<file path="config.mk">
export PLATFORM = sky130hd
export DESIGN_NAME = gatl_alert_logic
export DESIGN_NICKNAME = d
export VERILOG_FILES = /design/src/rtl/gatl_pkg.sv /design/src/rtl/gatl_alert_logic.sv
export VERILOG_INCLUDE_DIRS = /design/src /design/src/rtl
export SDC_FILE = /design/constraint.sdc
export NUM_CORES = 1
export LEC_CHECK = 0
export BUFFER_PORTS_ARGS = -buffer_cell sky130_fd_sc_hd__buf_2
export CAP_MARGIN = 10
export CORE_UTILIZATION = 38
export DETAILED_ROUTE_END_ITERATION = 12
export GPL_TIMING_DRIVEN = 0
export PLACE_DENSITY_LB_ADDON = 0.12
export SLEW_MARGIN = 15
export SYNTH_ARGS = -nofsm -noshare
export SYNTH_HDL_FRONTEND = slang
export SYNTH_SLANG_ARGS = --single-unit
</file>
<file path="constraint.sdc">
create_clock -name clock -period 11.6 [get_ports clock]
set_clock_uncertainty 0.15 [all_clocks]
set_input_delay 0.58 -clock clock [delete_from_list [all_inputs] [get_ports clock]]
set_output_delay 0.58 -clock clock [all_outputs]
set_load 0.01 [all_outputs]
</file>
<file path="src/rtl/gatl_alert_regs.svh">
`ifndef GATL_ALERT_REGS_SVH
`define GATL_ALERT_REGS_SVH
// register offsets
`define GATL_STATUS_OFS   8'h00
`define GATL_VLIM_OFS     8'h01
`define GATL_TLIM_OFS     8'h02
`define GATL_SLIM_OFS     8'h03
`define GATL_TEXT_OFS     8'h1A
`define GATL_IEXT_OFS     8'h1C
`define GATL_DIE_OFS      8'h34
`define GATL_PWR_OFS      8'hB1
`define GATL_APWR_OFS     8'hB3
`define GATL_ILIM_OFS     8'hB4
// reset values
`define GATL_VLIM_RST     16'hFF00
`define GATL_TLIM_RST     16'h7F80
`define GATL_SLIM_RST     16'hFF00
`define GATL_ILIM_RST     16'h7F80
`define GATL_EXT_RST      16'h807F
// status field positions
`define GATL_BIT_BR       15
`define GATL_BIT_SMX      14
`define GATL_BIT_TMX      13
`define GATL_BIT_VMX      12
`define GATL_BIT_BI       11
`define GATL_BIT_SMN      10
`define GATL_BIT_TMN      9
`define GATL_BIT_VMN      8
`define GATL_BIT_DSOC     7
`define GATL_BIT_IMX      6
`define GATL_BIT_IMN      2
`define GATL_STATUS_MASK  16'hFFC4
`define GATL_THR_MASK     16'h7744
// averaging filter shift
`define GATL_AVG_SHIFT    4
`endif

</file>
<file path="src/rtl/gatl_pkg.sv">
package gatl_pkg;
  // one 16-bit register word
  typedef logic [15:0] gatl_word_type;
  // one 8-bit limit or tracking byte
  typedef logic [7:0]  gatl_byte_type;

  // true when a reading byte lies outside [lo, hi]
  function automatic logic gatl_outside(input gatl_byte_type rd,
                                        input gatl_byte_type hi,
                                        input gatl_byte_type lo,
                                        input logic          sgn);
    logic above;
    logic below;
    above = sgn ? ($signed(rd) > $signed(hi)) : (rd > hi);
    below = sgn ? ($signed(rd) < $signed(lo)) : (rd < lo);
    return above | below;
  endfunction
endpackage

</file>
<file path="src/rtl/gatl_alert_logic.sv">
`timescale 1ns/10ps
`include "gatl_alert_regs.svh"
module gatl_alert_logic
  import gatl_pkg::*;
(
  input  wire logic          clock,
  input  wire logic          arst_n,
  // decoded register port from the serial interface
  input  wire logic [7:0]    reg_addr,
  input  wire logic          reg_wr,
  input  wire logic [15:0]   reg_wdata,
  input  wire logic          reg_rd,
  output logic [15:0]        reg_rdata_q,
  output logic               reg_rvalid_q,
  // measurement results, one-cycle update strobe
  input  wire logic          meas_valid,
  input  wire logic [15:0]   cell_voltage_reading,
  input  wire logic [15:0]   current_reading,
  input  wire logic [15:0]   thermistor_reading,
  input  wire logic [15:0]   die_reading,
  input  wire logic [15:0]   reported_charge_level,
  // analog battery-detect comparators (asynchronous)
  input  wire logic          removal_cmp,
  input  wire logic          insertion_cmp,
  // configuration levels
  input  wire logic          alert_enable,
  input  wire logic          removal_detect_enable,
  input  wire logic          insertion_detect_enable,
  input  wire logic          charge_step_alert_enable,
  input  wire logic          thermal_source_select,
  input  wire logic          threshold_sticky,
  // open-drain alert pin: data and active-low enable
  output logic               alert_output_q,
  output logic               alert_output_oe_n_q
);

  // ************************************************************
  // storage
  // ************************************************************
  gatl_word_type vlim_q;       // voltage limit pair
  gatl_word_type tlim_q;       // thermal limit pair
  gatl_word_type slim_q;       // charge limit pair
  gatl_word_type ilim_q;       // current limit pair
  gatl_word_type text_q;       // thermal extremes
  gatl_word_type iext_q;       // current extremes
  gatl_word_type die_q;        // die thermal reading
  gatl_word_type pwr_q;        // instantaneous power
  gatl_word_type apwr_q;       // filtered power
  gatl_word_type flag_q;       // status flags
  gatl_word_type flag_d;       // next status flags
  logic [1:0]    rem_sync_q;   // removal comparator sync
  logic [1:0]    ins_sync_q;   // insertion comparator sync
  logic          soc_bit_q;    // last charge one-percent bit
  logic          primed_q;     // a charge sample has been seen

  // ************************************************************
  // write decode
  // ************************************************************
  logic wr_status;  // host write to status
  logic wr_text;    // host write to thermal extremes
  logic wr_iext;    // host write to current extremes
  assign wr_status = reg_wr && (reg_addr == `GATL_STATUS_OFS);
  assign wr_text   = reg_wr && (reg_addr == `GATL_TEXT_OFS);
  assign wr_iext   = reg_wr && (reg_addr == `GATL_IEXT_OFS);

  // ************************************************************
  // reading selection and comparisons
  // ************************************************************
  gatl_word_type temp_rd;  // main thermal reading
  logic v_hi, v_lo;        // voltage violations
  logic t_hi, t_lo;        // thermal violations
  logic s_hi, s_lo;        // charge violations
  logic i_hi, i_lo;        // current violations
  logic soc_step;          // charge one-percent bit moved
  assign temp_rd = thermal_source_select ? thermistor_reading
                                         : die_reading;

  assign v_hi = gatl_outside(cell_voltage_reading[15:8],
                             vlim_q[15:8], 8'h00, 1'b0);
  assign v_lo = gatl_outside(cell_voltage_reading[15:8],
                             8'hFF, vlim_q[7:0], 1'b0);
  assign t_hi = gatl_outside(temp_rd[15:8], tlim_q[15:8],
                             8'h80, 1'b1);
  assign t_lo = gatl_outside(temp_rd[15:8], 8'h7F,
                             tlim_q[7:0], 1'b1);
  assign s_hi = gatl_outside(reported_charge_level[15:8],
                             slim_q[15:8], 8'h00, 1'b0);
  assign s_lo = gatl_outside(reported_charge_level[15:8],
                             8'hFF, slim_q[7:0], 1'b0);
  assign i_hi = gatl_outside(current_reading[15:8],
                             ilim_q[15:8], 8'h80, 1'b1);
  assign i_lo = gatl_outside(current_reading[15:8], 8'h7F,
                             ilim_q[7:0], 1'b1);

  assign soc_step = meas_valid && primed_q &&
                    (reported_charge_level[8] != soc_bit_q);

  // ************************************************************
  // comparator synchronisers
  // ************************************************************
  // two flops each; only the second stage is looked at
  always_ff @(posedge clock or negedge arst_n) begin
    if (!arst_n) begin
      rem_sync_q <= 2'b00;
      ins_sync_q <= 2'b00;
    end else begin
      rem_sync_q <= {rem_sync_q[0], removal_cmp};
      ins_sync_q <= {ins_sync_q[0], insertion_cmp};
    end
  end

  // ************************************************************
  // charge bit history
  // ************************************************************
  // the first sample only primes, so power-up cannot fake a step
  always_ff @(posedge clock or negedge arst_n) begin
    if (!arst_n) begin
      soc_bit_q <= 1'b0;
      primed_q  <= 1'b0;
    end else if (meas_valid) begin
      soc_bit_q <= reported_charge_level[8];
      primed_q  <= 1'b1;
    end
  end

  // ************************************************************
  // status flags
  // ************************************************************
  always_comb begin
    gatl_word_type set_v;  // events this cycle
    gatl_word_type clr_v;  // clears this cycle
    set_v = 16'h0000;
    clr_v = 16'h0000;
    set_v[`GATL_BIT_BR] = rem_sync_q[1] && removal_detect_enable;
    set_v[`GATL_BIT_BI] = ins_sync_q[1] && insertion_detect_enable;
    if (meas_valid && alert_enable) begin
      set_v[`GATL_BIT_VMX] = v_hi;
      set_v[`GATL_BIT_VMN] = v_lo;
      set_v[`GATL_BIT_TMX] = t_hi;
      set_v[`GATL_BIT_TMN] = t_lo;
      set_v[`GATL_BIT_SMX] = s_hi;
      set_v[`GATL_BIT_SMN] = s_lo;
      set_v[`GATL_BIT_IMX] = i_hi;
      set_v[`GATL_BIT_IMN] = i_lo;
    end
    set_v[`GATL_BIT_DSOC] = soc_step && charge_step_alert_enable;
    if (wr_status) begin
      clr_v = ~reg_wdata;
    end
    if (meas_valid && !threshold_sticky) begin
      clr_v = clr_v | `GATL_THR_MASK;
    end
    // set beats clear when both land together
    flag_d = ((flag_q & ~clr_v) | set_v) & `GATL_STATUS_MASK;
  end

  always_ff @(posedge clock or negedge arst_n) begin
    if (!arst_n) begin
      flag_q <= 16'h0000;
    end else begin
      flag_q <= flag_d;
    end
  end

  // ************************************************************
  // limit registers
  // ************************************************************
  // limit resets
  always_ff @(posedge clock or negedge arst_n) begin
    if (!arst_n) begin
      vlim_q <= `GATL_VLIM_RST;
      tlim_q <= `GATL_TLIM_RST;
      slim_q <= `GATL_SLIM_RST;
      ilim_q <= `GATL_ILIM_RST;
    end else if (reg_wr) begin
      case (reg_addr)
        `GATL_VLIM_OFS: vlim_q <= reg_wdata;
        `GATL_TLIM_OFS: tlim_q <= reg_wdata;
        `GATL_SLIM_OFS: slim_q <= reg_wdata;
        `GATL_ILIM_OFS: ilim_q <= reg_wdata;
        default: ;  // other offsets hold no limit
      endcase
    end
  end

  // ************************************************************
  // extremes tracking
  // ************************************************************
  // a host write wins over a same-cycle update
  // current extremes
  always_ff @(posedge clock or negedge arst_n) begin
    if (!arst_n) begin
      iext_q <= `GATL_EXT_RST;
    end else if (wr_iext) begin
      iext_q <= reg_wdata;
    end else if (meas_valid) begin
      if ($signed(current_reading[15:8]) > $signed(iext_q[15:8]))
        iext_q[15:8] <= current_reading[15:8];
      if ($signed(current_reading[15:8]) < $signed(iext_q[7:0]))
        iext_q[7:0] <= current_reading[15:8];
    end
  end

  always_ff @(posedge clock or negedge arst_n) begin
    if (!arst_n) begin
      text_q <= `GATL_EXT_RST;
    end else if (wr_text) begin
      text_q <= reg_wdata;
    end else if (meas_valid) begin
      if ($signed(temp_rd[15:8]) > $signed(text_q[15:8]))
        text_q[15:8] <= temp_rd[15:8];
      if ($signed(temp_rd[15:8]) < $signed(text_q[7:0]))
        text_q[7:0] <= temp_rd[15:8];
    end
  end

  // ************************************************************
  // die reading and power
  // ************************************************************
  logic signed [32:0] prod;   // current times voltage
  logic signed [16:0] pdiff;  // new power minus average
  logic signed [16:0] pstep;  // filter correction
  assign prod  = $signed(current_reading) *
                 $signed({1'b0, cell_voltage_reading});
  assign pdiff = $signed({pwr_q[15], pwr_q}) -
                 $signed({apwr_q[15], apwr_q});
  assign pstep = pdiff >>> `GATL_AVG_SHIFT;

  always_ff @(posedge clock or negedge arst_n) begin
    if (!arst_n) begin
      die_q <= 16'h0000;
      pwr_q <= 16'h0000;
    end else if (meas_valid) begin
      die_q <= die_reading;
      pwr_q <= prod[31:16];
    end
  end

  // first-order average
  // the filter lags one update behind the power word
  always_ff @(posedge clock or negedge arst_n) begin
    if (!arst_n) begin
      apwr_q <= 16'h0000;
    end else if (meas_valid) begin
      apwr_q <= apwr_q + pstep[15:0];
    end
  end

  // ************************************************************
  // read port
  // ************************************************************
  // unmapped offsets read as zero
  always_ff @(posedge clock or negedge arst_n) begin
    if (!arst_n) begin
      reg_rdata_q  <= 16'h0000;
      reg_rvalid_q <= 1'b0;
    end else begin
      reg_rvalid_q <= reg_rd;
      if (reg_rd) begin
        case (reg_addr)
          `GATL_STATUS_OFS: reg_rdata_q <= flag_q;
          `GATL_VLIM_OFS:   reg_rdata_q <= vlim_q;
          `GATL_TLIM_OFS:   reg_rdata_q <= tlim_q;
          `GATL_SLIM_OFS:   reg_rdata_q <= slim_q;
          `GATL_TEXT_OFS:   reg_rdata_q <= text_q;
          `GATL_IEXT_OFS:   reg_rdata_q <= iext_q;
          `GATL_DIE_OFS:    reg_rdata_q <= die_q;
          `GATL_PWR_OFS:    reg_rdata_q <= pwr_q;
          `GATL_APWR_OFS:   reg_rdata_q <= apwr_q;
          `GATL_ILIM_OFS:   reg_rdata_q <= ilim_q;
          default:          reg_rdata_q <= 16'h0000;
        endcase
      end
    end
  end

  // ************************************************************
  // alert pin
  // ************************************************************
  // pin pulls low only; the board pull-up gives the high level
  // drive while any flag stands
  always_ff @(posedge clock or negedge arst_n) begin
    if (!arst_n) begin
      alert_output_q      <= 1'b0;
      alert_output_oe_n_q <= 1'b1;
    end else begin
      alert_output_q      <= 1'b0;
      alert_output_oe_n_q <= ~(|flag_q);
    end
  end

  // ************************************************************
  // assertions
  // ************************************************************
  property p_alert_drive;
    @(posedge clock) disable iff (!arst_n)
      (|flag_q) |=> !alert_output_oe_n_q;
  endproperty
  a_alert_drive: assert property (p_alert_drive)
    else $error("alert not driven with flag set");

  property p_removal;
    @(posedge clock) disable iff (!arst_n)
      (rem_sync_q[1] && removal_detect_enable)
        |=> flag_q[`GATL_BIT_BR] ##1 !alert_output_oe_n_q;
  endproperty
  a_removal: assert property (p_removal)
    else $error("removal not flagged");

  property p_insertion;
    @(posedge clock) disable iff (!arst_n)
      $rose(ins_sync_q[1]) && insertion_detect_enable
        |=> flag_q[`GATL_BIT_BI];
  endproperty
  a_insertion: assert property (p_insertion)
    else $error("insertion not flagged");

  property p_aen_gate;
    @(posedge clock) disable iff (!arst_n)
      $rose(flag_q[`GATL_BIT_VMX]) |-> $past(alert_enable);
  endproperty
  a_aen_gate: assert property (p_aen_gate)
    else $error("limit flag set with alerts off");

  property p_soc_step;
    @(posedge clock) disable iff (!arst_n)
      (soc_step && charge_step_alert_enable)
        |=> flag_q[`GATL_BIT_DSOC];
  endproperty
  a_soc_step: assert property (p_soc_step)
    else $error("charge step not flagged");

  property p_removal_hold;
    @(posedge clock) disable iff (!arst_n)
      flag_q[`GATL_BIT_BR] &&
      !(wr_status && !reg_wdata[`GATL_BIT_BR])
        |=> flag_q[`GATL_BIT_BR];
  endproperty
  a_removal_hold: assert property (p_removal_hold)
    else $error("removal flag dropped without clear");

  property p_auto_clear;
    @(posedge clock) disable iff (!arst_n)
      (meas_valid && !threshold_sticky && !v_hi)
        |=> !flag_q[`GATL_BIT_VMX];
  endproperty
  a_auto_clear: assert property (p_auto_clear)
    else $error("self-clearing flag stayed set");

  property p_volt_low;
    @(posedge clock) disable iff (!arst_n)
      (meas_valid && alert_enable && v_lo)
        |=> flag_q[`GATL_BIT_VMN] ##1 !alert_output_oe_n_q;
  endproperty
  a_volt_low: assert property (p_volt_low)
    else $error("low voltage not flagged");

  property p_iext_restart;
    @(posedge clock) disable iff (!arst_n)
      (wr_iext && reg_wdata == `GATL_EXT_RST)
        |=> iext_q == `GATL_EXT_RST;
  endproperty
  a_iext_restart: assert property (p_iext_restart)
    else $error("current extremes did not restart");

  property p_die;
    @(posedge clock) disable iff (!arst_n)
      meas_valid |=> die_q == $past(die_reading);
  endproperty
  a_die: assert property (p_die)
    else $error("die reading not captured");

endmodule // gatl_alert_logic

</file>
==> flow_summary.json <==
{
  "layout.nets": 2782,
  "synthesis.nets": 2647,
  "cts_setup_buffers": 0,
  "syn_area_um2": 19800,
  "synthFlopType": "dfrtp_1",
  "synth-async-reset-ratio": 1.00,
  "setup_slack_ps": 3820,
  "root_buffer": "clkbuf_16",
  "layout_common_cells": "366 x inv_1, 234 x ha_1, 197 x nand2_1",
  "num_vias": 15500,
  "pwr_density_cell_nw_per_um2": 259,
  "hold_ws_ps": 85.6,
  "outcome": "completed",
  "yosys_warnings": 0,
  "syn-instance-count": 2102,
  "io_buffers": 114,
  "fin_total_pwr_mw": 5.65,
  "initial_utilization": 0.385,
  "cp.required_ps": 11790,
  "ys_seq_elements": 179,
  "crit_arrival_ps": 7970,
  "cts_tree": "done",
  "rsz0062_at_grt": "false",
  "clkLatencyLatePin_ps": 450,
  "cts_made_buffers": 17,
  "place_ws_ps": 3340,
  "overflow": 0,
  "rrSetupSlack_ps": 7080,
  "die_w_um": 230,
  "die-area_um2": 52900,
  "antenna_found_initial": 1,
  "wl_per_cell_um": 21.7,
  "tns_ps": 0,
  "drv_cap": 0,
  "hold_violations": 0,
  "avgSynthCellArea_um2": 9.41,
  "path_max_fanout": 10,
  "die_height_um": 230,
  "core_area_um2": 51400,
  "cp-start-kind": "input port",
  "first_global_vias": 16400,
  "layout-drive-gt1-share": 0.137,
  "slew_violations": 0,
  "drt_iter0_drc": 937,
  "wl_um": 63500,
  "first_pass_iters": 5,
  "cts.sinks": 179,
  "ys_seq_area_frac": 0.230,
  "numPlacedInstances": 2897,
  "fmax_ghz": 0.128,
  "tightest_slew_ps": 1070,
  "final_common_cell": "inv_1",
  "drcViolationCount": 0,
  "hold_path.class": "in2reg",
  "ant_nets": 0,
  "synth_edf_count": 0,
  "place.gp.congestion": 0.994,
  "fin_crit_ps": 7780,
  "ys_types": 65,
  "endpoint_kind": "flop",
  "dp_hpwl_um": 50800,
  "crit_type": "in2reg",
  "grt_usage": 0.250,
  "antenna-diode-count": 0,
  "ios": 136,
  "htreeDepth": 4,
  "path_clk_slew_ps": 70,
  "grt_pass1_wl_um": 98800,
  "syn_to_final_growth_pct": 10.2,
  "relSlewSlack": 0.287,
  "setup_viol": 0,
  "period_share": 0.671,
  "leakage_nw": 10.6,
  "rows": 83,
  "viasPerCell": 5.30,
  "grt_max_degree": 102,
  "clk_path_buf_depth": 2,
  "irDropWorstVdd_v": 0.000201,
  "final_cells": 2929
}
[final cells by class]
cell class,count,area [um2]
repair buffers,116,618
clock buffers,25,505
multi-input cells,1477,13600
clock inverters,6,46.3
plain buffers,78,297
fillers,5203,29600
flip-flops and latches,179,4540
well taps,680,851
inverters,368,1380
[registers in the layout, indices dropped and copies added (netlist names)]
signal	count
reg_rvalid_q	1
apwr_q	16
vlim_q	16
pwr_q	16
alert_output_oe_n_q	1
iext_q	16
ins_sync_q	2
soc_bit_q	1
text_q	16
die_q	16
flag_q	11
slim_q	16
rem_sync_q	2
primed_q	1
reg_rdata_q	16
ilim_q	16
tlim_q	16
[worst paths after layout]
path                                               start                 endpoint  cells past startpoint
worst min register to register   ins_sync_q[0]$_DFF_PN0_  ins_sync_q[1]$_DFF_PN0_                      0
worst max register to register     apwr_q[1]$_DFFE_PN0P_   apwr_q[13]$_DFFE_PN0P_                     16
min in group asynchronous                         arst_n   apwr_q[13]$_DFFE_PN0P_                      2
worst min-delay path                         removal_cmp  rem_sync_q[0]$_DFF_PN0_                      1
worst max-delay path            cell_voltage_reading[10]    pwr_q[12]$_DFFE_PN0P_                     21
max in group asynchronous                         arst_n   slim_q[11]$_DFFE_PN1P_                      3
[kinds of logic (layout without fill, tap and decap cells)]
| family | Yosys count | in the layout | share of synthesized area |
|---|---|---|---|
| mux | 159 | 159 | 0.0914 |
| simple gates | 535 | 535 | 0.131 |
| xor+xnor | 38 | 38 | 0.0168 |
| buf+inv | 446 | 593 | 0.0849 |
| fa+ha+maj | 428 | 428 | 0.345 |
| other cells | 1 | 1 | 0.000190 |
| compound gates | 316 | 316 | 0.102 |
| flops | 179 | 179 | 0.230 |
[cell usage after synthesis (2+ instances only)]
cell       count  area share
xor2_1        13      0.0058
o211ai_1      14      0.0053
nor2b_1       25      0.0079
a22oi_1       10      0.0038
nand2b_1      26      0.0082
a211oi_1       9      0.0034
nand3_1       18      0.0046
o21a_1        22      0.0084
fa_1         194        0.20
a21o_1        27       0.010
inv_1        366       0.069
a21boi_0       4      0.0015
or3_1          2     0.00063
mux4_2         7      0.0080
o21ai_1        2     0.00051
mux2_2       102       0.058
a21oi_1       83       0.021
and4_1         4      0.0018
dfstp_2       49       0.065
nand4_1       13      0.0041
nor2_1       100       0.019
o2111ai_1      3      0.0013
a221o_1        4      0.0020
nor4_1         3     0.00095
nand2_1      197       0.037
o31ai_1        4      0.0015
a221oi_1      12      0.0053
o21ai_0       78       0.020
o21bai_1       4      0.0015
and2_1       118       0.037
and3_1        10      0.0032
nor3_1        11      0.0028
xnor2_1       25       0.011
dfrtp_1      130        0.16
buf_1          3     0.00057
a222oi_1       4      0.0020
ha_1         234        0.15
clkbuf_1      74       0.014
mux2i_1       50       0.025
o22ai_1       20      0.0063
a31oi_1        4      0.0013
[per-stage QoR]
stage / instance area [um2] / utilization
detailed placement: 21200 / 0.413
floorplan: 19800 / -
CTS: 21800 / 0.424
global placement: 21200 / 0.412
global route: 21800 / 0.424
finish: 21800 / 0.424
[metal layers]
layer | part of all wire | GRT usage
met1 | 0.43 | 0.321
met2 | 0.48 | 0.425
met3 | 0.042 | 0.0248
met4 | 0.043 | 0.107
met5 | 0 | 0
[power by group]
| group | internal (mW) | switching, mW |
|---|---|---|
| sequential | 0.812 | 0.170 |
| combinational | 1.80 | 2.31 |
| clock | 0.303 | 0.256 |
| total | 2.92 | 2.74 |
[critical path: stages]
cell	delay [ps]
buf_2	250
clkbuf_1	640
nand2_1	190
fa_1	550
fa_1	590
fa_1	460
fa_1	590
inv_1	60
fa_1	500
fa_1	440
ha_1	300
o21a_1	110
o21a_1	180
a221o_1	470
a21o_1	260
o41a_1	430
a21bo_2	270
o41ai_1	450
o21ai_0	180
xor2_1	170
mux2_2	270
[repair_timing]
| item | 4_1_cts | 5_1_grt |
|---|---|---|
| hold buffers | 1 | 0 |
| resized for setup | 0 | 0 |
| endpoints found under the hold margin | 50 | 0 |
Power figures use the tool's default switching activity.
